--- src/ckc_pkg.sv ---
package ckc_pkg;
   // bus geometry
   localparam int AW = 18; // machine address width
   localparam int DW = 32; // bus data width
   // register byte offsets
   localparam logic [7:0] ADR_ASW = 8'h00; // address switches
   localparam logic [7:0] ADR_DSW = 8'h04; // data switches
   localparam logic [7:0] ADR_KEY = 8'h08; // key presses, write one
   localparam logic [7:0] ADR_SWR = 8'h0c; // toggle switches
   localparam logic [7:0] ADR_MAP = 8'h10; // relocation and protection
   localparam logic [7:0] ADR_STS = 8'h14; // status lamps
   localparam logic [7:0] ADR_DSP = 8'h18; // memory display word
   localparam logic [7:0] ADR_RAD = 8'h1c; // relocated address display
   // key numbers in the key register
   localparam int NKEY = 10;
   localparam int K_READIN = 0;
   localparam int K_START = 1;
   localparam int K_ICONT = 2;
   localparam int K_MCONT = 3;
   localparam int K_XTHIS = 4;
   localparam int K_XNEXT = 5;
   localparam int K_DTHIS = 6;
   localparam int K_DNEXT = 7;
   localparam int K_EXEC = 8;
   localparam int K_IORST = 9;
   // keys blocked while the processor is active
   localparam logic [NKEY-1:0] GATED = 10'h3a7;
   // switch bits
   localparam int SW_HOLD = 0;
   localparam int SW_WAIT = 1;
   localparam int SW_ISTOP = 2;
   // status bits
   localparam int ST_RUN = 0;
   localparam int ST_BOOT = 1;
   localparam int ST_SUP = 2;
   localparam int ST_PIC = 3;
   localparam int ST_SYX = 4;
   localparam int ST_STX = 5;
   localparam int ST_SYD = 6;
   localparam int ST_STD = 7;
   localparam int ST_INH = 8;
   // fast memory occupies 0 to 17 octal
   localparam logic [AW-1:0] FAST_TOP = 18'h0000f;
   // protection and relocation work in blocks of 1024 words
   localparam int BLK_LSB = 10;
   localparam int BW = AW - BLK_LSB;
   // emergency stop one-shot
   localparam int CLK_NS = 10;
   localparam int ONESHOT_NS = 1000;
   localparam int ONESHOT_CYC = (ONESHOT_NS + CLK_NS - 1) / CLK_NS;
   localparam int OSW = 8;
   // processor-side events, all on mclk_i
   typedef struct packed {
      logic fetch;
      logic [AW-1:0] fetch_addr;
      logic absent;
      logic halt_exec;
      logic boundary;
      logic con_done;
      logic illegal;
      logic trap;
      logic inout_transfer_instruction;
      logic cond_iot;
      logic pi_req;
      logic pi_enter;
      logic pi_done;
      logic user_enter;
      logic [AW-1:0] mem_addr;
   } ckc_cpu_s;
   // key cycle request to the main sequence
   typedef struct packed {
      logic go;
      logic [3:0] fn;
      logic [AW-1:0] addr;
      logic [DW-1:0] data;
      logic pi_insn;
   } ckc_kc_s;
   // one-cycle event pulses
   typedef struct packed {
      logic illegal_addr;
      logic io_clear;
      logic break_hold;
      logic repeat_insn;
      logic trap;
   } ckc_ev_s;
   // key sequencer states
   typedef enum logic [2:0] {
      S_IDLE = 3'b001,
      S_WAIT = 3'b010,
      S_CYC = 3'b100
   } ckc_state_e;
endpackage

--- src/ckc_console.sv ---
`timescale 1ns/1ps
module ckc_console
   import ckc_pkg::*;
(
   input wire logic mclk_i,
   input wire logic reset_i,
   input wire logic wb_cyc_i,
   input wire logic wb_stb_i,
   input wire logic wb_we_i,
   input wire logic [7:0] wb_adr_i,
   input wire logic [3:0] wb_sel_i,
   input wire logic [DW-1:0] wb_dat_i,
   output logic [DW-1:0] wb_dat_o,
   output logic wb_ack_o,
   input wire ckc_cpu_s cpu_i,
   output ckc_kc_s kc_o,
   output ckc_ev_s ev_o,
   output logic run_o,
   output logic bootstrap_mode_lamp_o,
   output logic supervisor_mode_o,
   output logic core_route_o,
   output logic inhibit_o
);
   logic [AW-1:0] asw_reg; // address switches
   logic [DW-1:0] dsw_reg; // data switches
   logic [2:0] swr_reg; // hold, wait, instruction stop
   logic [BW-1:0] reloc_reg; // relocation block
   logic [BW-1:0] prot_reg; // highest block number allowed in user mode
   logic [NKEY-1:0] kreq_reg; // keys pressed, not yet taken
   logic [DW-1:0] disp_reg; // memory display
   logic [AW-1:0] rad_reg; // relocated address display
   logic [AW-1:0] last_reg; // address of last key cycle
   logic pic_reg; // interrupt_cycle_flag
   logic sync_x_reg, start_x_reg; // look_here_key lamps
   logic sync_d_reg, start_d_reg; // deposit-this lamps
   logic stop_q_reg; // previous stop key level
   logic [OSW-1:0] os_reg; // one-shot count
   logic crun_reg; // run seen when key taken
   logic [3:0] fn_reg; // key being served
   ckc_state_e state_reg;
   logic wb_req; // new bus request
   logic [DW-1:0] wmask; // byte enable mask
   logic [NKEY-1:0] elig; // keys allowed now
   logic [3:0] pick; // lowest allowed key
   logic stop_edge; // stop key turn-on
   logic user; // full user restrictions apply
   logic [AW-1:0] kaddr; // address for the key cycle
   logic [BW:0] rblk; // relocated block number

   // one-cycle answer to every request
   assign wb_req = wb_cyc_i & wb_stb_i & ~wb_ack_o;

   // expand byte enables to a bit mask
   genvar gi;
   generate
      for (gi = 0; gi < 4; gi++) begin : g_sel
         assign wmask[gi*8 +: 8] = {8{wb_sel_i[gi]}};
      end
   endgenerate

   // key eligibility and lowest key first
   always_comb begin
      elig = run_o ? (kreq_reg & ~GATED) : kreq_reg;
      pick = 4'h0;
      for (int i = NKEY - 1; i >= 0; i--) begin
         if (elig[i]) begin
            pick = 4'(i);
         end
      end
   end

   assign stop_edge = swr_reg[SW_ISTOP] & ~stop_q_reg;
   assign user = ~supervisor_mode_o & ~pic_reg;

   // key address: deposit and look next follow the last one
   always_comb begin
      kaddr = asw_reg;
      if (fn_reg == 4'(K_XNEXT) || fn_reg == 4'(K_DNEXT)) begin
         kaddr = last_reg + 18'h00001;
      end
      rblk = {1'b0, kaddr[AW-1:BLK_LSB]} + {1'b0, reloc_reg};
   end

   // bus answer and read data
   always_ff @(posedge mclk_i) begin
      if (reset_i) begin
         wb_ack_o <= 1'b0;
         wb_dat_o <= 32'h00000000;
      end else begin
         wb_ack_o <= wb_req;
         wb_dat_o <= 32'h00000000;
         if (wb_req && !wb_we_i) begin
            case (wb_adr_i)
               ADR_ASW: wb_dat_o <= 32'(asw_reg);
               ADR_DSW: wb_dat_o <= dsw_reg;
               ADR_KEY: wb_dat_o <= 32'(kreq_reg);
               ADR_SWR: wb_dat_o <= 32'(swr_reg);
               ADR_MAP: wb_dat_o <= {16'h0000, reloc_reg, prot_reg};
               ADR_STS: begin
                  wb_dat_o[ST_RUN] <= run_o;
                  wb_dat_o[ST_BOOT] <= bootstrap_mode_lamp_o;
                  wb_dat_o[ST_SUP] <= supervisor_mode_o;
                  wb_dat_o[ST_PIC] <= pic_reg;
                  wb_dat_o[ST_SYX] <= sync_x_reg;
                  wb_dat_o[ST_STX] <= start_x_reg;
                  wb_dat_o[ST_SYD] <= sync_d_reg;
                  wb_dat_o[ST_STD] <= start_d_reg;
                  wb_dat_o[ST_INH] <= inhibit_o;
               end
               ADR_DSP: wb_dat_o <= disp_reg;
               ADR_RAD: wb_dat_o <= 32'(rad_reg);
               default: wb_dat_o <= 32'h00000000; // unmapped reads zero
            endcase
         end
      end
   end

   // switch registers written by software
   always_ff @(posedge mclk_i) begin
      if (reset_i) begin
         asw_reg <= 18'h00000;
         dsw_reg <= 32'h00000000;
         swr_reg <= 3'h0;
         reloc_reg <= 8'h00;
         prot_reg <= 8'h00;
      end else if (wb_req && wb_we_i) begin
         case (wb_adr_i)
            ADR_ASW: asw_reg <= AW'((32'(asw_reg) & ~wmask) | (wb_dat_i & wmask));
            ADR_DSW: dsw_reg <= (dsw_reg & ~wmask) | (wb_dat_i & wmask);
            ADR_SWR: begin
               if (wb_sel_i[0]) begin
                  swr_reg <= wb_dat_i[2:0];
               end
            end
            ADR_MAP: begin
               if (wb_sel_i[0]) begin
                  prot_reg <= wb_dat_i[7:0];
               end
               if (wb_sel_i[1]) begin
                  reloc_reg <= wb_dat_i[15:8];
               end
            end
            default: ; // other writes ignored
         endcase
      end
   end

   // pressed keys wait until the sequencer takes or drops them
   always_ff @(posedge mclk_i) begin
      if (reset_i) begin
         kreq_reg <= 10'h000;
      end else begin
         if (state_reg == S_IDLE) begin
            kreq_reg <= 10'h000; // gated keys are lost, as on the panel
         end
         if (wb_req && wb_we_i && wb_adr_i == ADR_KEY) begin
            kreq_reg <= NKEY'(wb_dat_i & wmask);
         end
      end
   end

   // key sequencer
   always_ff @(posedge mclk_i) begin
      if (reset_i) begin
         state_reg <= S_IDLE;
         fn_reg <= 4'h0;
         crun_reg <= 1'b0;
      end else begin
         case (state_reg)
            S_IDLE: begin
               if (elig != 10'h000) begin
                  fn_reg <= pick;
                  crun_reg <= run_o;
                  if (run_o) begin
                     state_reg <= S_WAIT;
                  end else begin
                     state_reg <= S_CYC;
                  end
               end
            end
            S_WAIT: begin
               if (!run_o) begin
                  state_reg <= S_IDLE; // halted first: not done
               end else if (cpu_i.boundary) begin
                  state_reg <= S_CYC;
               end
            end
            S_CYC: state_reg <= S_IDLE;
            default: state_reg <= S_IDLE;
         endcase
      end
   end

   // key cycle output, display and protection check
   always_ff @(posedge mclk_i) begin
      if (reset_i) begin
         kc_o <= '0;
         disp_reg <= 32'h00000000;
         rad_reg <= 18'h00000;
         last_reg <= 18'h00000;
         ev_o.illegal_addr <= 1'b0;
      end else begin
         kc_o.go <= 1'b0;
         ev_o.illegal_addr <= 1'b0;
         if (state_reg == S_CYC) begin
            kc_o.go <= 1'b1;
            kc_o.fn <= fn_reg;
            kc_o.data <= dsw_reg;
            kc_o.pi_insn <= (fn_reg == 4'(K_EXEC)) & cpu_i.pi_req;
            last_reg <= kaddr;
            kc_o.addr <= kaddr;
            rad_reg <= kaddr;
            if (!crun_reg && user && kaddr > FAST_TOP) begin
               kc_o.addr <= {rblk[BW-1:0], kaddr[BLK_LSB-1:0]};
               rad_reg <= {rblk[BW-1:0], kaddr[BLK_LSB-1:0]};
            end
            if (!crun_reg && user && kaddr[AW-1:BLK_LSB] > prot_reg) begin
               ev_o.illegal_addr <= 1'b1;
            end
            if (fn_reg == 4'(K_DTHIS) || fn_reg == 4'(K_DNEXT)) begin
               disp_reg <= dsw_reg;
            end
         end
      end
   end

   // handshake lamp pairs for look-here and deposit-this
   always_ff @(posedge mclk_i) begin
      if (reset_i) begin
         sync_x_reg <= 1'b0;
         start_x_reg <= 1'b0;
         sync_d_reg <= 1'b0;
         start_d_reg <= 1'b0;
      end else if (state_reg == S_IDLE && elig != 10'h000) begin
         if (pick == 4'(K_XTHIS)) begin
            sync_x_reg <= 1'b1;
            start_x_reg <= 1'b1;
         end
         if (pick == 4'(K_DTHIS)) begin
            sync_d_reg <= 1'b1;
            start_d_reg <= 1'b1;
         end
      end else if (state_reg == S_CYC) begin
         if (fn_reg == 4'(K_XTHIS)) begin
            start_x_reg <= 1'b0;
            sync_x_reg <= sync_x_reg & ~crun_reg;
         end
         if (fn_reg == 4'(K_DTHIS)) begin
            start_d_reg <= 1'b0;
            sync_d_reg <= sync_d_reg & ~crun_reg;
         end
      end
   end

   // bootstrap mode and its lamp
   always_ff @(posedge mclk_i) begin
      if (reset_i) begin
         bootstrap_mode_lamp_o <= 1'b0;
      end else if (state_reg == S_CYC && fn_reg == 4'(K_READIN)) begin
         bootstrap_mode_lamp_o <= 1'b1; // readin lights the lamp even with the hold switch up
      end else if (swr_reg[SW_HOLD]) begin
         bootstrap_mode_lamp_o <= bootstrap_mode_lamp_o;
      end else if (cpu_i.fetch && cpu_i.fetch_addr > FAST_TOP) begin
         bootstrap_mode_lamp_o <= 1'b0;
      end else if (state_reg == S_CYC && fn_reg != 4'(K_ICONT) && fn_reg != 4'(K_MCONT)) begin
         bootstrap_mode_lamp_o <= 1'b0;
      end
   end

   // low addresses go to core during bootstrap
   always_ff @(posedge mclk_i) begin
      if (reset_i) begin
         core_route_o <= 1'b0;
      end else begin
         core_route_o <= bootstrap_mode_lamp_o & (cpu_i.mem_addr <= FAST_TOP);
      end
   end

   // processor-active flag; any clear beats a start
   always_ff @(posedge mclk_i) begin
      if (reset_i) begin
         run_o <= 1'b0;
      end else if (cpu_i.halt_exec || stop_edge) begin
         run_o <= 1'b0;
      end else if (state_reg == S_CYC && (fn_reg == 4'(K_READIN) || fn_reg == 4'(K_START)
                   || fn_reg == 4'(K_ICONT) || fn_reg == 4'(K_MCONT))) begin
         run_o <= 1'b1;
      end
   end

   // emergency stop one-shot
   always_ff @(posedge mclk_i) begin
      if (reset_i) begin
         stop_q_reg <= 1'b0;
         os_reg <= 8'h00;
         inhibit_o <= 1'b0;
      end else begin
         stop_q_reg <= swr_reg[SW_ISTOP];
         if (stop_edge) begin
            os_reg <= OSW'(ONESHOT_CYC);
            inhibit_o <= 1'b1;
         end else if (os_reg != 8'h00) begin
            os_reg <= os_reg - 8'h01;
            inhibit_o <= (os_reg != 8'h01);
         end
      end
   end

   // supervisor mode
   always_ff @(posedge mclk_i) begin
      if (reset_i) begin
         supervisor_mode_o <= 1'b1;
      end else if (state_reg == S_CYC && fn_reg == 4'(K_IORST)) begin
         supervisor_mode_o <= 1'b1;
      end else if (cpu_i.con_done && !supervisor_mode_o && !pic_reg && cpu_i.illegal) begin
         supervisor_mode_o <= 1'b1;
      end else if (cpu_i.con_done && !supervisor_mode_o && pic_reg
                   && (cpu_i.trap || (cpu_i.illegal && !cpu_i.inout_transfer_instruction))) begin
         supervisor_mode_o <= 1'b1;
      end else if (cpu_i.user_enter) begin
         supervisor_mode_o <= 1'b0;
      end
   end

   // interrupt cycle flag and break handling; entry wins
   always_ff @(posedge mclk_i) begin
      if (reset_i) begin
         pic_reg <= 1'b0;
         ev_o.break_hold <= 1'b0;
         ev_o.repeat_insn <= 1'b0;
      end else begin
         ev_o.break_hold <= 1'b0;
         ev_o.repeat_insn <= 1'b0;
         if (pic_reg && cpu_i.con_done && !cpu_i.inout_transfer_instruction) begin
            pic_reg <= 1'b0;
            ev_o.break_hold <= 1'b1;
         end else if (pic_reg && cpu_i.pi_done) begin
            if (cpu_i.cond_iot) begin
               ev_o.repeat_insn <= 1'b1;
            end else begin
               pic_reg <= 1'b0;
               ev_o.break_hold <= 1'b1;
            end
         end
         if (cpu_i.pi_enter) begin
            pic_reg <= 1'b1;
         end
      end
   end

   // in-out clear and absent-bank trap pulses
   always_ff @(posedge mclk_i) begin
      if (reset_i) begin
         ev_o.io_clear <= 1'b0;
         ev_o.trap <= 1'b0;
      end else begin
         ev_o.io_clear <= (state_reg == S_CYC) && (fn_reg == 4'(K_IORST));
         ev_o.trap <= cpu_i.fetch & cpu_i.absent & ~swr_reg[SW_WAIT];
      end
   end

   route_core_a: assert property (@(posedge mclk_i) disable iff (reset_i)
      bootstrap_mode_lamp_o && cpu_i.mem_addr <= FAST_TOP |=> core_route_o)
      else $error("low address not routed to core");
   leave_boot_a: assert property (@(posedge mclk_i) disable iff (reset_i)
      cpu_i.fetch && cpu_i.fetch_addr > FAST_TOP && !swr_reg[SW_HOLD] && state_reg != S_CYC
      |=> !bootstrap_mode_lamp_o)
      else $error("bootstrap kept after high fetch");
   hold_boot_a: assert property (@(posedge mclk_i) disable iff (reset_i)
      swr_reg[SW_HOLD] && bootstrap_mode_lamp_o |=> bootstrap_mode_lamp_o)
      else $error("bootstrap lost under hold");
   gate_run_a: assert property (@(posedge mclk_i) disable iff (reset_i)
      kc_o.go && $past(crun_reg) |-> !GATED[kc_o.fn])
      else $error("gated key ran while active");
   halt_clear_a: assert property (@(posedge mclk_i) disable iff (reset_i)
      cpu_i.halt_exec |=> !run_o)
      else $error("halt left run set");
   stop_edge_a: assert property (@(posedge mclk_i) disable iff (reset_i)
      stop_edge |=> inhibit_o && !run_o ##1 inhibit_o [*3])
      else $error("stop key did not inhibit");
   held_stop_a: assert property (@(posedge mclk_i) disable iff (reset_i)
      $rose(inhibit_o) |-> $past(stop_edge))
      else $error("inhibit without stop turn-on");
   lamp_keep_a: assert property (@(posedge mclk_i) disable iff (reset_i)
      state_reg == S_CYC && fn_reg == 4'(K_XTHIS) && !crun_reg |=> sync_x_reg && !start_x_reg)
      else $error("sync lamp cleared while stopped");
   trap_absent_a: assert property (@(posedge mclk_i) disable iff (reset_i)
      cpu_i.fetch && cpu_i.absent && !swr_reg[SW_WAIT] |=> ev_o.trap)
      else $error("absent fetch not trapped");
endmodule

--- config.mk ---
export PLATFORM = sky130hd
export DESIGN_NAME = ckc_console
export DESIGN_NICKNAME = d
export VERILOG_FILES = /design/src/ckc_pkg.sv /design/src/ckc_console.sv
export SDC_FILE = /design/constraint.sdc
export NUM_CORES = 1
export LEC_CHECK = 0
export BUFFER_PORTS_ARGS = -buffer_cell sky130_fd_sc_hd__buf_4
export CORE_MARGIN = 5
export CORE_UTILIZATION = 56
export DETAILED_ROUTE_END_ITERATION = 7
export GPL_TIMING_DRIVEN = 0
export PLACE_DENSITY = 0.79
export SKIP_LAST_GASP = 1
export SLEW_MARGIN = 20
export SYNTH_ARGS = -nofsm -noshare
export SYNTH_HDL_FRONTEND = slang
export SYNTH_SLANG_ARGS = --single-unit
--- constraint.sdc ---
create_clock -name mclk_i -period 3.8 [get_ports mclk_i]
set_input_delay 0.76 -clock mclk_i [delete_from_list [all_inputs] [get_ports mclk_i]]
set_output_delay 0.76 -clock mclk_i [all_outputs]
set_load 0.05 [all_outputs]
==> results of run 1 <==
[logic make-up after synthesis]
kind of cell / synth area share
AND/OR/NAND/NOR: 0.208
AO/OA/AOI/OAI: 0.172
flip-flops: 0.453
buffers and inverters: 0.0460
multiplexers: 0.0865
XOR/XNOR: 0.0149
adder cells (fa/ha/maj): 0.0191
[cell usage after synthesis (7+ instances only)]
master / count
a21oi_1: 133
a22oi_1: 57
a31oi_1: 16
and3_1: 10
buf_1: 9
buf_4: 10
clkbuf_1: 64
dfxtp_1: 240
ha_1: 13
inv_1: 29
mux2_2: 9
mux2i_1: 80
nand2_1: 208
nand2b_1: 10
nand3_1: 18
nor2_1: 145
nor2b_1: 14
nor3_1: 35
nor4_1: 12
o21ai_0: 29
o31ai_1: 7
or3_1: 7
xnor2_1: 11
xor2_1: 7
[worst max-delay path by stage]
stage | from | endpoint | slack (ps) | cells past startpoint
after floorplan | wb_adr_i[5] | register | 830 | 9
after global placement | wb_adr_i[5] | register | -20 | 10
after detailed placement | wb_adr_i[5] | register | -50 | 10
after CTS | rad_reg[0]$_SDFFE_PP0P_ | ev_o[4]$_SDFF_PP0_ | 170 | 10
after global routing | rad_reg[2]$_SDFFE_PP0P_ | rad_reg[17]$_SDFFE_PP0P_ | 50 | 10
final | rad_reg[1]$_SDFFE_PP0P_ | rad_reg[16]$_SDFFE_PP0P_ | 250 | 12
[cell type report]
type	instances	area [um^2]	share of cell area
well taps	234	293	0.0221
clock buffers	35	744	0.0562
flip-flops and latches	240	4800	0.363
plain buffers	89	379	0.0286
clock inverters	13	181	0.0137
inverters	29	109	0.00822
repair buffers	187	1400	0.106
multi-input cells	910	5340	0.403
[stage by stage]
step	std cells	hold slack, ps	TNS (ps)	cell area [um^2]
final	1737	389	0	13300
after global routing	1737	391	0	13300
after CTS	1737	384	0	13200
after detailed placement	1689	448	-419	12300
after global placement	1689	442	-81.5	12300
after floorplan	1268	421	0	10600
[critical path: stages, from the launching register on]
cell and delay (ps):
dfxtp_1 550, ha_1 290, nand3_1 310, or4_1 550, a31oi_4 340, nand2_1 140, fa_1 430, inv_1 80
maj3_1 160, a21oi_1 110, nor4b_1 160, nor3_1 210, o22ai_1 90
[power by group through the flow]
stage	Combinational [mW]	Sequential (mW)	Clock (mW)
2_1_floorplan	0.270	2.67	0
3_3_place_gp	0.452	2.66	0
3_5_place_dp	0.461	2.66	0
4_1_cts	0.467	2.60	2.70
5_1_grt	0.514	2.61	2.83
6_report	0.469	2.60	2.70
[routing by layer]
layer | up-vias | global-route usage
met1 | 4973 | 0.407
li1 | 4864 | -
met4 | 0 | 0.140
met3 | 87 | 0.0543
met2 | 593 | 0.509
met5 | - | 0
==> metrics.log, run 1 <==
[metrics] sort of element at the end of the critical path: register
[metrics] wl on met1: between 10 and 15 mm
[metrics] sequential share of the synthesized area: 0.453
[metrics] maximum operating frequency: roughly 280 MHz
[metrics] worst-case headroom to the max-slew limit: 0.378
[metrics] Antenna Cells: 0
[metrics] GR Util All Layers: 0.312
[metrics] synthesis-to-layout area growth: 25.0%
[metrics] detailed-routed wire length on met2: 16.4 mm
[metrics] clock sink total: 240
[metrics] startpoint of the most critical hold path: cpu_i[28]
[metrics] min Tclk post-route: between 3000 and 4000 ps
[metrics] fraction of layout cells with a size suffix above 1: 0.180
[metrics] hold path endpoint: run_o$_SDFFE_PP0P_
[metrics] Yosys cell types: between 60 and 70
[metrics] detailed-routed wire length on met3: 3.43 mm
[metrics] worst hold path stage count: 2
[metrics] number of global-route vias before repair: approximately 10000
[metrics] via count of the routed design: 10500
[metrics] IR drop worst, VDD: roughly 0.37 mV
[metrics] wire length of the first global-routing pass: roughly 55 mm
[metrics] Hold Crit Class: input port to register
[metrics] Worst Reg2Reg Path Length in Cells: 12
[metrics] r2r endpoint: rad_reg[16]$_SDFFE_PP0P_
[metrics] number of max-capacitance violations reported: 0
[metrics] IO Count: 197
[metrics] kind of start point of the critical path: register
[metrics] maximum number of pins on one net before global-route repair: 14
[metrics] top library cells by usage in the layout, fill and taps aside: dfxtp_1 (240), nand2_1 (208), buf_4 (197)
[metrics] Clock Tree Root: clkbuf_16
[metrics] Worst Setup Path Type: register to register
[metrics] worst-case setup slack after placement: -50.7 ps
[metrics] post-cts resize count: 0
[metrics] combinational power share: 0.081
[metrics] top cell type by total area after synthesis: dfxtp_1
[metrics] buffers from clock root to sink, at most: 3
[metrics] Initial DRC Count: ~1200
[metrics] Switch Pwr: ~1.4 mW
[metrics] total of endpoints with negative setup slack in the final report: 0
[metrics] post-detailed-route via-to-cell ratio: 6.05
[metrics] buffers added on ports: ~190
[metrics] routed wire length per instance: between 20 and 25 um
[metrics] Seq pwr share: 0.451
[metrics] synthesized netlist net count: between 1000 and 1500
[metrics] DRC errors left: 0
[metrics] most common library cell in the layout ignoring fill and taps: dfxtp_1
[metrics] Final Hold Violating Endpoints: 0
[metrics] critical path arrival: 3940 ps
[metrics] flops & latches, synth: 240
[metrics] die height: about 150 um
[metrics] number of slew-limit violations in the final report: 0
[metrics] count of standard-cell rows: 50
[metrics] largest fanout on the critical path: 9
[metrics] area of the die: 21800 um^2
[metrics] Reg-to-Reg Start: rad_reg[1]$_SDFFE_PP0P_
[metrics] slew of the pin with the lowest slew margin: a little over 900 ps
[metrics] flip-flop cell with the highest count after synthesis: dfxtp_1
[metrics] Filler cells: 1492
[metrics] antenna violations before repair: 0
[metrics] count of nets left with antenna violations after detail routing: 0
[metrics] die boundary width: ~150 um
[metrics] HPWL after DPL: roughly 26 mm
[metrics] clock input transition at the sequential cells of the worst setup and hold paths: approximately 60 ps
[metrics] Final Power: roughly 5.8 mW
[metrics] highest metal layer used by the detailed router: met4
[metrics] global placement routability congestion: ~0.95
[metrics] Finished Core Util: 0.711
[metrics] insertion delay to the later sink of the worst-skew pair: roughly 540 ps
[metrics] fraction of registers with async set or reset after synthesis: 0
[metrics] Total Wirelength: about 35 mm
[metrics] mean instance size in the synthesized netlist: around 8.4 um^2
[metrics] share of total power consumed by net switching: 0.237
[metrics] sum of overflow across all layers after global routing: 0
[metrics] skew final: ~21 ps
[metrics] internal power summed over all cells: roughly 4.4 mW
[metrics] setup slack of the critical path after layout: about 250 ps
[metrics] setup repair after global routing missed its margin: false
[metrics] leakage power total: approximately 5.1 nW
[metrics] cell count after synthesis: between 1000 and 1500
[metrics] H-tree depth: 1
[metrics] TritonCTS clock tree: built
[metrics] nets: 1595
[metrics] number of optimization iterations in the first detailed-route pass: 5
[metrics] number of flops mapped to enable cells by yosys: 0
[metrics] share of Yosys cell area claimed by the top area cell type: 0.453
[metrics] postcts setup bufs: 0
[metrics] core area: 18600 um^2
[metrics] period utilization: 0.935
[metrics] initial cell density of the core: 0.569
[metrics] cts bufs inserted: 26
[metrics] Yosys warning count: 0
[metrics] hold-fix buffer count after cts: 0
[metrics] total power density per cell area: approximately 440 nW/um^2
[metrics] required time at the endpoint of the critical path: approximately 4200 ps
[metrics] synthesized cell area: ~11000 um^2
[metrics] Clk pwr share: 0.468
[metrics] flop2flop setup slack: roughly 250 ps
[metrics] largest cells by area after synthesis: dfxtp_1 (45%), mux2i_1 (7.6%), nand2_1 (7.4%), a21oi_1 (6.3%), nor2_1 (5.1%)
[metrics] status: finished clean
Power figures use the tool's default switching activity.
==> inputs of run 2 (changes only) <==
--- a/config.mk
+++ b/config.mk
@@ -5,11 +5,12 @@
 export SDC_FILE = /design/constraint.sdc
 export NUM_CORES = 1
 export LEC_CHECK = 0
-export BUFFER_PORTS_ARGS = -buffer_cell sky130_fd_sc_hd__buf_4
+export BUFFER_PORTS_ARGS = -buffer_cell sky130_fd_sc_hd__buf_2
 export CORE_MARGIN = 5
 export CORE_UTILIZATION = 56
 export DETAILED_ROUTE_END_ITERATION = 7
 export GPL_TIMING_DRIVEN = 0
+export MAX_ROUTING_LAYER = met4
 export PLACE_DENSITY = 0.79
 export SKIP_LAST_GASP = 1
 export SLEW_MARGIN = 20
==> metrics.log, run 2 (same netlist as run 1, synthesis figures left out) <==
[metrics] Filler cells: between 1500 and 2000
[metrics] skew final: 17.6 ps
[metrics] Largest stage delay, worst path: 620 ps
[metrics] core area: around 19000 um^2
[metrics] number of buffer and inverter stages on the critical path: 0
[metrics] kind of start point of the critical path: register
[metrics] hold path endpoint: run_o$_SDFFE_PP0P_
[metrics] postcts setup bufs: 0
[metrics] Antenna Cells: 0
[metrics] number of global-route vias before repair: around 10000
[metrics] routed wire length per instance: between 20 and 25 um
[metrics] Final Hold Violating Endpoints: 0
[metrics] Initial DRC Count: 1240
[metrics] H-tree depth: 1
[metrics] most common library cell in the layout ignoring fill and taps: dfxtp_1
[metrics] TritonCTS clock tree: built
[metrics] number of slew-limit violations in the final report: 0
[metrics] slew of the pin with the lowest slew margin: about 920 ps
[metrics] HPWL after DPL: around 26 mm
[metrics] clock sink total: 240
[metrics] initial cell density of the core: 0.569
[metrics] DRC errors left: 0
[metrics] fraction of layout cells with a size suffix above 1: 0.176
[metrics] period utilization: 0.934
[metrics] total of endpoints with negative setup slack in the final report: 0
[metrics] buffers from clock root to sink, at most: 3
[metrics] IO Count: 197
[metrics] Seq pwr share: 0.472
[metrics] area of the die: roughly 22000 um^2
[metrics] series of cell instances along the critical path: ha_1, nand3_1, nor4_1, xnor2_1, o21ai_1, ha_1, maj3_1, a21o_1, a21oi_1, a2111oi_0
[metrics] setup tns final: 0 ps
[metrics] maximum operating frequency: 282 MHz
[metrics] insertion delay to the later sink of the worst-skew pair: around 540 ps
[metrics] internal power summed over all cells: between 4 and 5 mW
[metrics] Crit-path slowest cell: a2111oi_0
[metrics] filler-free cell count of the finished design: roughly 1700
[metrics] Hold Slack: 404 ps
[metrics] global placement routability congestion: 1.04
[metrics] worst-case setup slack after placement: -4.03 ps
[metrics] setup repair after global routing missed its margin: false
[metrics] Total Wirelength: between 30 and 40 mm
[metrics] Reg-to-Reg Start: rad_reg[0]$_SDFFE_PP0P_
[metrics] synthesis-to-layout area growth: 19.6%
[metrics] required time at the endpoint of the critical path: about 4200 ps
[metrics] Clk pwr share: 0.447
[metrics] r2r endpoint: ev_o[4]$_SDFF_PP0_
[metrics] maximum number of pins on one net before global-route repair: 14
[metrics] Worst Setup Path Type: register to register
[metrics] post-cts resize count: 0
[metrics] sort of element at the end of the critical path: register
[metrics] count of nets left with antenna violations after detail routing: 0
[metrics] Hold Crit Class: input port to register
[metrics] number of max-capacitance violations reported: 0
[metrics] combinational power share: 0.081
[metrics] Worst path depth: 10
[metrics] nets: roughly 1600
[metrics] cts bufs inserted: 25
[metrics] critical path arrival: a little under 4000 ps
[metrics] total instance count after detailed placement: 1689
[metrics] buffers added on ports: 187
[metrics] post-detailed-route via-to-cell ratio: around 6
[metrics] cell seen most often among critical-path stages: ha_1
[metrics] number of optimization iterations in the first detailed-route pass: 6
[metrics] die height: about 150 um
[metrics] count of standard-cell rows: 50
[metrics] Clock Tree Root: clkbuf_16
[metrics] setup slack of the critical path after layout: around 250 ps
[metrics] clock input transition at the sequential cells of the worst setup and hold paths: 60 ps
[metrics] total area of multi-input combinational cells: around 5300 um^2
[metrics] wire length of the first global-routing pass: ~54 mm
[metrics] min Tclk post-route: 3550 ps
[metrics] startpoint of the most critical hold path: cpu_i[28]
[metrics] status: finished clean
[metrics] largest fanout on the critical path: 9
[metrics] antenna violations before repair: 0
[metrics] share of total power consumed by net switching: 0.240
[metrics] total power density per cell area: roughly 440 nW/um^2
[metrics] top library cells by usage in the layout, fill and taps aside: dfxtp_1 (240), nand2_1 (208), buf_2 (193)
[metrics] worst hold path stage count: 2
[metrics] sum of overflow across all layers after global routing: 0
[metrics] Storage cell area: ~4800 um^2
[metrics] Final Power: approximately 5.5 mW
[metrics] die boundary width: 148 um
[metrics] Worst Reg2Reg Path Length in Cells: 10
[metrics] worst-case headroom to the max-slew limit: 0.389
[metrics] cell type group with the largest total delay on the critical path: compound AO/OA/AOI/OAI gates
[metrics] via count of the routed design: roughly 11000
[metrics] IR drop worst, VDD: a little under 0.4 mV
[metrics] GR Util All Layers: 0.315
[metrics] hold-fix buffer count after cts: 0
[metrics] Switch Pwr: about 1.3 mW
[metrics] flop2flop setup slack: 250 ps
[metrics] leakage power total: around 5 nW
run 2: changes by cell type in the layout (fill, tap and decap cells not counted), moves of 2 or more:
| cell | before | now |
|---|---|---|
| buf_2 | 6 | 193 |
| buf_4 | 197 | 10 |
| bufinv_16 | 4 | 2 |
| clkbuf_1 | 67 | 69 |
| clkinv_2 | 6 | 4 |
| clkinvlp_4 | 2 | 0 |
run 2: worst max-delay path by stage:
| stage | startpoint | endpoint | slack, ps |
|---|---|---|---|
| after floorplan | wb_adr_i[5] | register | 830 |
| after global placement | wb_adr_i[5] | register | 30 |
| after detailed placement | wb_adr_i[5] | register | -4 |
| after CTS | rad_reg[0]$_SDFFE_PP0P_ | ev_o[4]$_SDFF_PP0_ | 140 |
| after global routing | rad_reg[0]$_SDFFE_PP0P_ | rad_reg[17]$_SDFFE_PP0P_ | 20 |
| final | rad_reg[0]$_SDFFE_PP0P_ | ev_o[4]$_SDFF_PP0_ | 250 |
run 2: through the flow:
| stage | utilization | cell area (um^2) |
|---|---|---|
| finish | 0.680 | 12700 |
| floorplan | - | 10600 |
| global route | 0.680 | 12700 |
| detailed placement | 0.635 | 11800 |
| global placement | 0.635 | 11800 |
| CTS | 0.679 | 12700 |
run 2: area by class of cell:
class	instances	area share
multi-input combinational	910	0.420
sequential	240	0.379
clock buffer	36	0.0573
inverter	29	0.00859
clock inverter	7	0.00790
buffer	89	0.0299
timing repair buffer	187	0.0738
tap	234	0.0231
run 2: power groups by stage:
stage | Clock (mW) | Combinational, mW | Sequential, mW
after floorplan | 0 | 0.270 | 2.67
after global placement | 0 | 0.424 | 2.65
after detailed placement | 0 | 0.436 | 2.66
after CTS | 2.47 | 0.439 | 2.60
after global routing | 2.60 | 0.489 | 2.61
final | 2.47 | 0.447 | 2.60
run 2: worst reg2reg max path: cells and delay by family (launching register included):
| family | cells | cell delay [ps] |
|---|---|---|
| XOR/XNOR | 1 | 120 |
| adder cells (fa/ha/maj) | 3 | 710 |
| AO/OA/AOI/OAI | 4 | 1240 |
| flip-flops | 1 | 520 |
| AND/OR/NAND/NOR | 2 | 790 |
run 2: routing by layer:
metal / routed length [um] / global-route usage / up-vias
met3: 3540 / 0.0521 / 125
li1: - / - / 4873
met1: 13500 / 0.396 / 4935
met2: 16100 / 0.506 / 619
met5: 0 / - / -
met4: 1640 / 0.133 / 0
==> inputs of run 3 (changes only) <==
--- a/config.mk
+++ b/config.mk
@@ -7,11 +7,11 @@
 export LEC_CHECK = 0
 export BUFFER_PORTS_ARGS = -buffer_cell sky130_fd_sc_hd__buf_2
 export CORE_MARGIN = 5
-export CORE_UTILIZATION = 56
+export CORE_UTILIZATION = 30
 export DETAILED_ROUTE_END_ITERATION = 7
 export GPL_TIMING_DRIVEN = 0
 export MAX_ROUTING_LAYER = met4
-export PLACE_DENSITY = 0.79
+export PLACE_DENSITY = 0.59
 export SKIP_LAST_GASP = 1
 export SLEW_MARGIN = 20
 export SYNTH_ARGS = -nofsm -noshare
==> metrics.log, run 3 (same netlist as run 1, synthesis figures left out) <==
[metrics] buffers from clock root to sink, at most: 3
[metrics] leakage power total: between 5 and 6 nW
[metrics] number of max-capacitance violations reported: 0
[metrics] hold path endpoint: run_o$_SDFFE_PP0P_
[metrics] Finished Core Util: 0.374
[metrics] critical path arrival: ~3900 ps
[metrics] hold-fix buffer count after cts: 0
[metrics] total instance count after detailed placement: about 1900
[metrics] via count of the routed design: 10300
[metrics] die boundary width: 198 um
[metrics] insertion delay to the later sink of the worst-skew pair: between 500 and 600 ps
[metrics] IO Count: approximately 200
[metrics] Hold Slack: just under 400 ps
[metrics] startpoint of the most critical hold path: cpu_i[28]
[metrics] largest fanout on the critical path: 10
[metrics] postcts setup bufs: 0
[metrics] antenna violations before repair: 3
[metrics] Worst Reg2Reg Path Length in Cells: 10
[metrics] period utilization: 0.937
[metrics] Final Power: 5.56 mW
[metrics] Hold Crit Class: input port to register
[metrics] Clock Tree Root: clkbuf_16
[metrics] IR drop worst, VDD: between 0.3 and 0.4 mV
[metrics] maximum operating frequency: around 280 MHz
[metrics] buffers added on ports: roughly 190
[metrics] count of standard-cell rows: between 60 and 70
[metrics] Initial DRC Count: between 800 and 900
[metrics] skew final: roughly 18 ps
[metrics] GR Util All Layers: 0.191
[metrics] post-cts resize count: 1
[metrics] most common library cell in the layout ignoring fill and taps: dfxtp_1
[metrics] routed wire length per instance: about 19 um
[metrics] required time at the endpoint of the critical path: 4160 ps
[metrics] post-detailed-route via-to-cell ratio: roughly 5.2
[metrics] number of global-route vias before repair: slightly below 10000
[metrics] worst-case headroom to the max-slew limit: 0.336
[metrics] area of the die: 39200 um^2
[metrics] sort of element at the end of the critical path: register
[metrics] H-tree depth: 1
[metrics] TritonCTS clock tree: built
[metrics] synthesis-to-layout area growth: 22.4%
[metrics] wire length of the first global-routing pass: just under 60 mm
[metrics] Total Wirelength: roughly 38 mm
[metrics] final std cell area, no fill: around 13000 um^2
[metrics] kind of start point of the critical path: register
[metrics] Final Hold Violating Endpoints: 0
[metrics] clock input transition at the sequential cells of the worst setup and hold paths: 60 ps
[metrics] maximum number of pins on one net before global-route repair: 14
[metrics] post-placement cell area: around 12000 um^2
[metrics] number of optimization iterations in the first detailed-route pass: 8
[metrics] fraction of layout cells with a size suffix above 1: 0.178
[metrics] initial cell density of the core: 0.305
[metrics] nets: around 1600
[metrics] worst hold path stage count: 2
[metrics] die height: between 150 and 200 um
[metrics] total power density per cell area: approximately 430 nW/um^2
[metrics] Reg-to-Reg Start: fn_reg[2]$_SDFFE_PP0P_
[metrics] flop2flop setup slack: 240 ps
[metrics] Worst Setup Path Type: register to register
[metrics] global placement routability congestion: roughly 0.94
[metrics] sum of overflow across all layers after global routing: 0
[metrics] total of endpoints with negative setup slack in the final report: 0
[metrics] r2r endpoint: ev_o[4]$_SDFF_PP0_
[metrics] min Tclk post-route: ~3600 ps
[metrics] top library cells by usage in the layout, fill and taps aside: dfxtp_1 (240), nand2_1 (208), buf_2 (193)
[metrics] setup repair after global routing missed its margin: false
[metrics] clock sink total: 240
[metrics] status: finished clean
[metrics] DRC errors left: 0
[metrics] cts bufs inserted: 26
[metrics] slew of the pin with the lowest slew margin: slightly below 1000 ps
[metrics] number of slew-limit violations in the final report: 0
[metrics] core area: about 35000 um^2
[metrics] filler-free cell count of the finished design: between 1500 and 2000
[metrics] count of nets left with antenna violations after detail routing: 0
[metrics] HPWL after DPL: between 20 and 30 mm
==> run 3: cell types whose count changed in the layout (fill, tap and decap cells not counted) <==
| cell | before | now |
|---|---|---|
| clkinvlp_4 | 0 | 3 |
| diode_2 | 0 | 3 |
| inv_16 | 1 | 0 |
| clkbuf_16 | 25 | 26 |
| clkbuf_8 | 6 | 2 |
| clkinv_4 | 0 | 1 |
| nor4_1 | 11 | 10 |
| clkinv_2 | 4 | 7 |
| nor4_2 | 1 | 2 |
| clkinv_8 | 0 | 1 |
==> run 3: worst max-delay path by stage <==
stage,startpoint,end,cells past startpoint
6_report,fn_reg[2]$_SDFFE_PP0P_,ev_o[4]$_SDFF_PP0_,10
5_1_grt,fn_reg[0]$_SDFFE_PP0P_,ev_o[4]$_SDFF_PP0_,10
4_1_cts,fn_reg[0]$_SDFFE_PP0P_,ev_o[4]$_SDFF_PP0_,9
3_5_place_dp,wb_adr_i[5],register,10
3_3_place_gp,wb_adr_i[5],register,10
2_1_floorplan,wb_adr_i[5],register,9
==> run 3: stage by stage <==
step / worst slack [ps] / setup TNS, ps
floorplan: 834 / 0
global placement: -245 / -7570
detailed placement: -269 / -8520
CTS: 63.1 / 0
global route: 33.7 / 0
finish: 241 / 0
==> run 3: final cells by class <==
class	instances	area [um^2]
Clock buffer	33	697
Clock inverter	14	143
Buffer	89	379
Sequential cell	240	4800
Tap cell	455	569
Antenna cell	3	7.51
Multi-Input combinational cell	910	5340
Fill cell	3634	21700
Inverter	29	109
Timing Repair Buffer	187	936
==> run 3: power by group <==
part / leakage, nW / switching, mW / total [mW] / internal (mW)
combinational: 2.67 / 0.277 / 0.446 / 0.170
sequential: 1.93 / 0.0401 / 2.60 / 2.56
clock: 0.408 / 1.07 / 2.51 / 1.44
total: 5.01 / 1.39 / 5.56 / 4.17
==> run 3: routing by layer <==
metal | routed length, um | share of wire | vias up | global-route usage
li1 | - | - | 4876 | -
met1 | 16400 | 0.43 | 4899 | 0.249
met2 | 16900 | 0.44 | 419 | 0.297
met3 | 3270 | 0.086 | 80 | 0.0403
met4 | 1380 | 0.036 | 0 | 0.0645
met5 | 0 | 0 | - | -
==> run 3: worst max-delay path, stage by stage, from the launching register on <==
cell and delay [ps]:
dfxtp_1 300, buf_2 230, and3b_1 310, clkbuf_1 450
clkbuf_1 440, nor2_1 70, a31oi_1 440, ha_1 220
nand4_1 110, o21bai_1 170, a2111oi_0 640
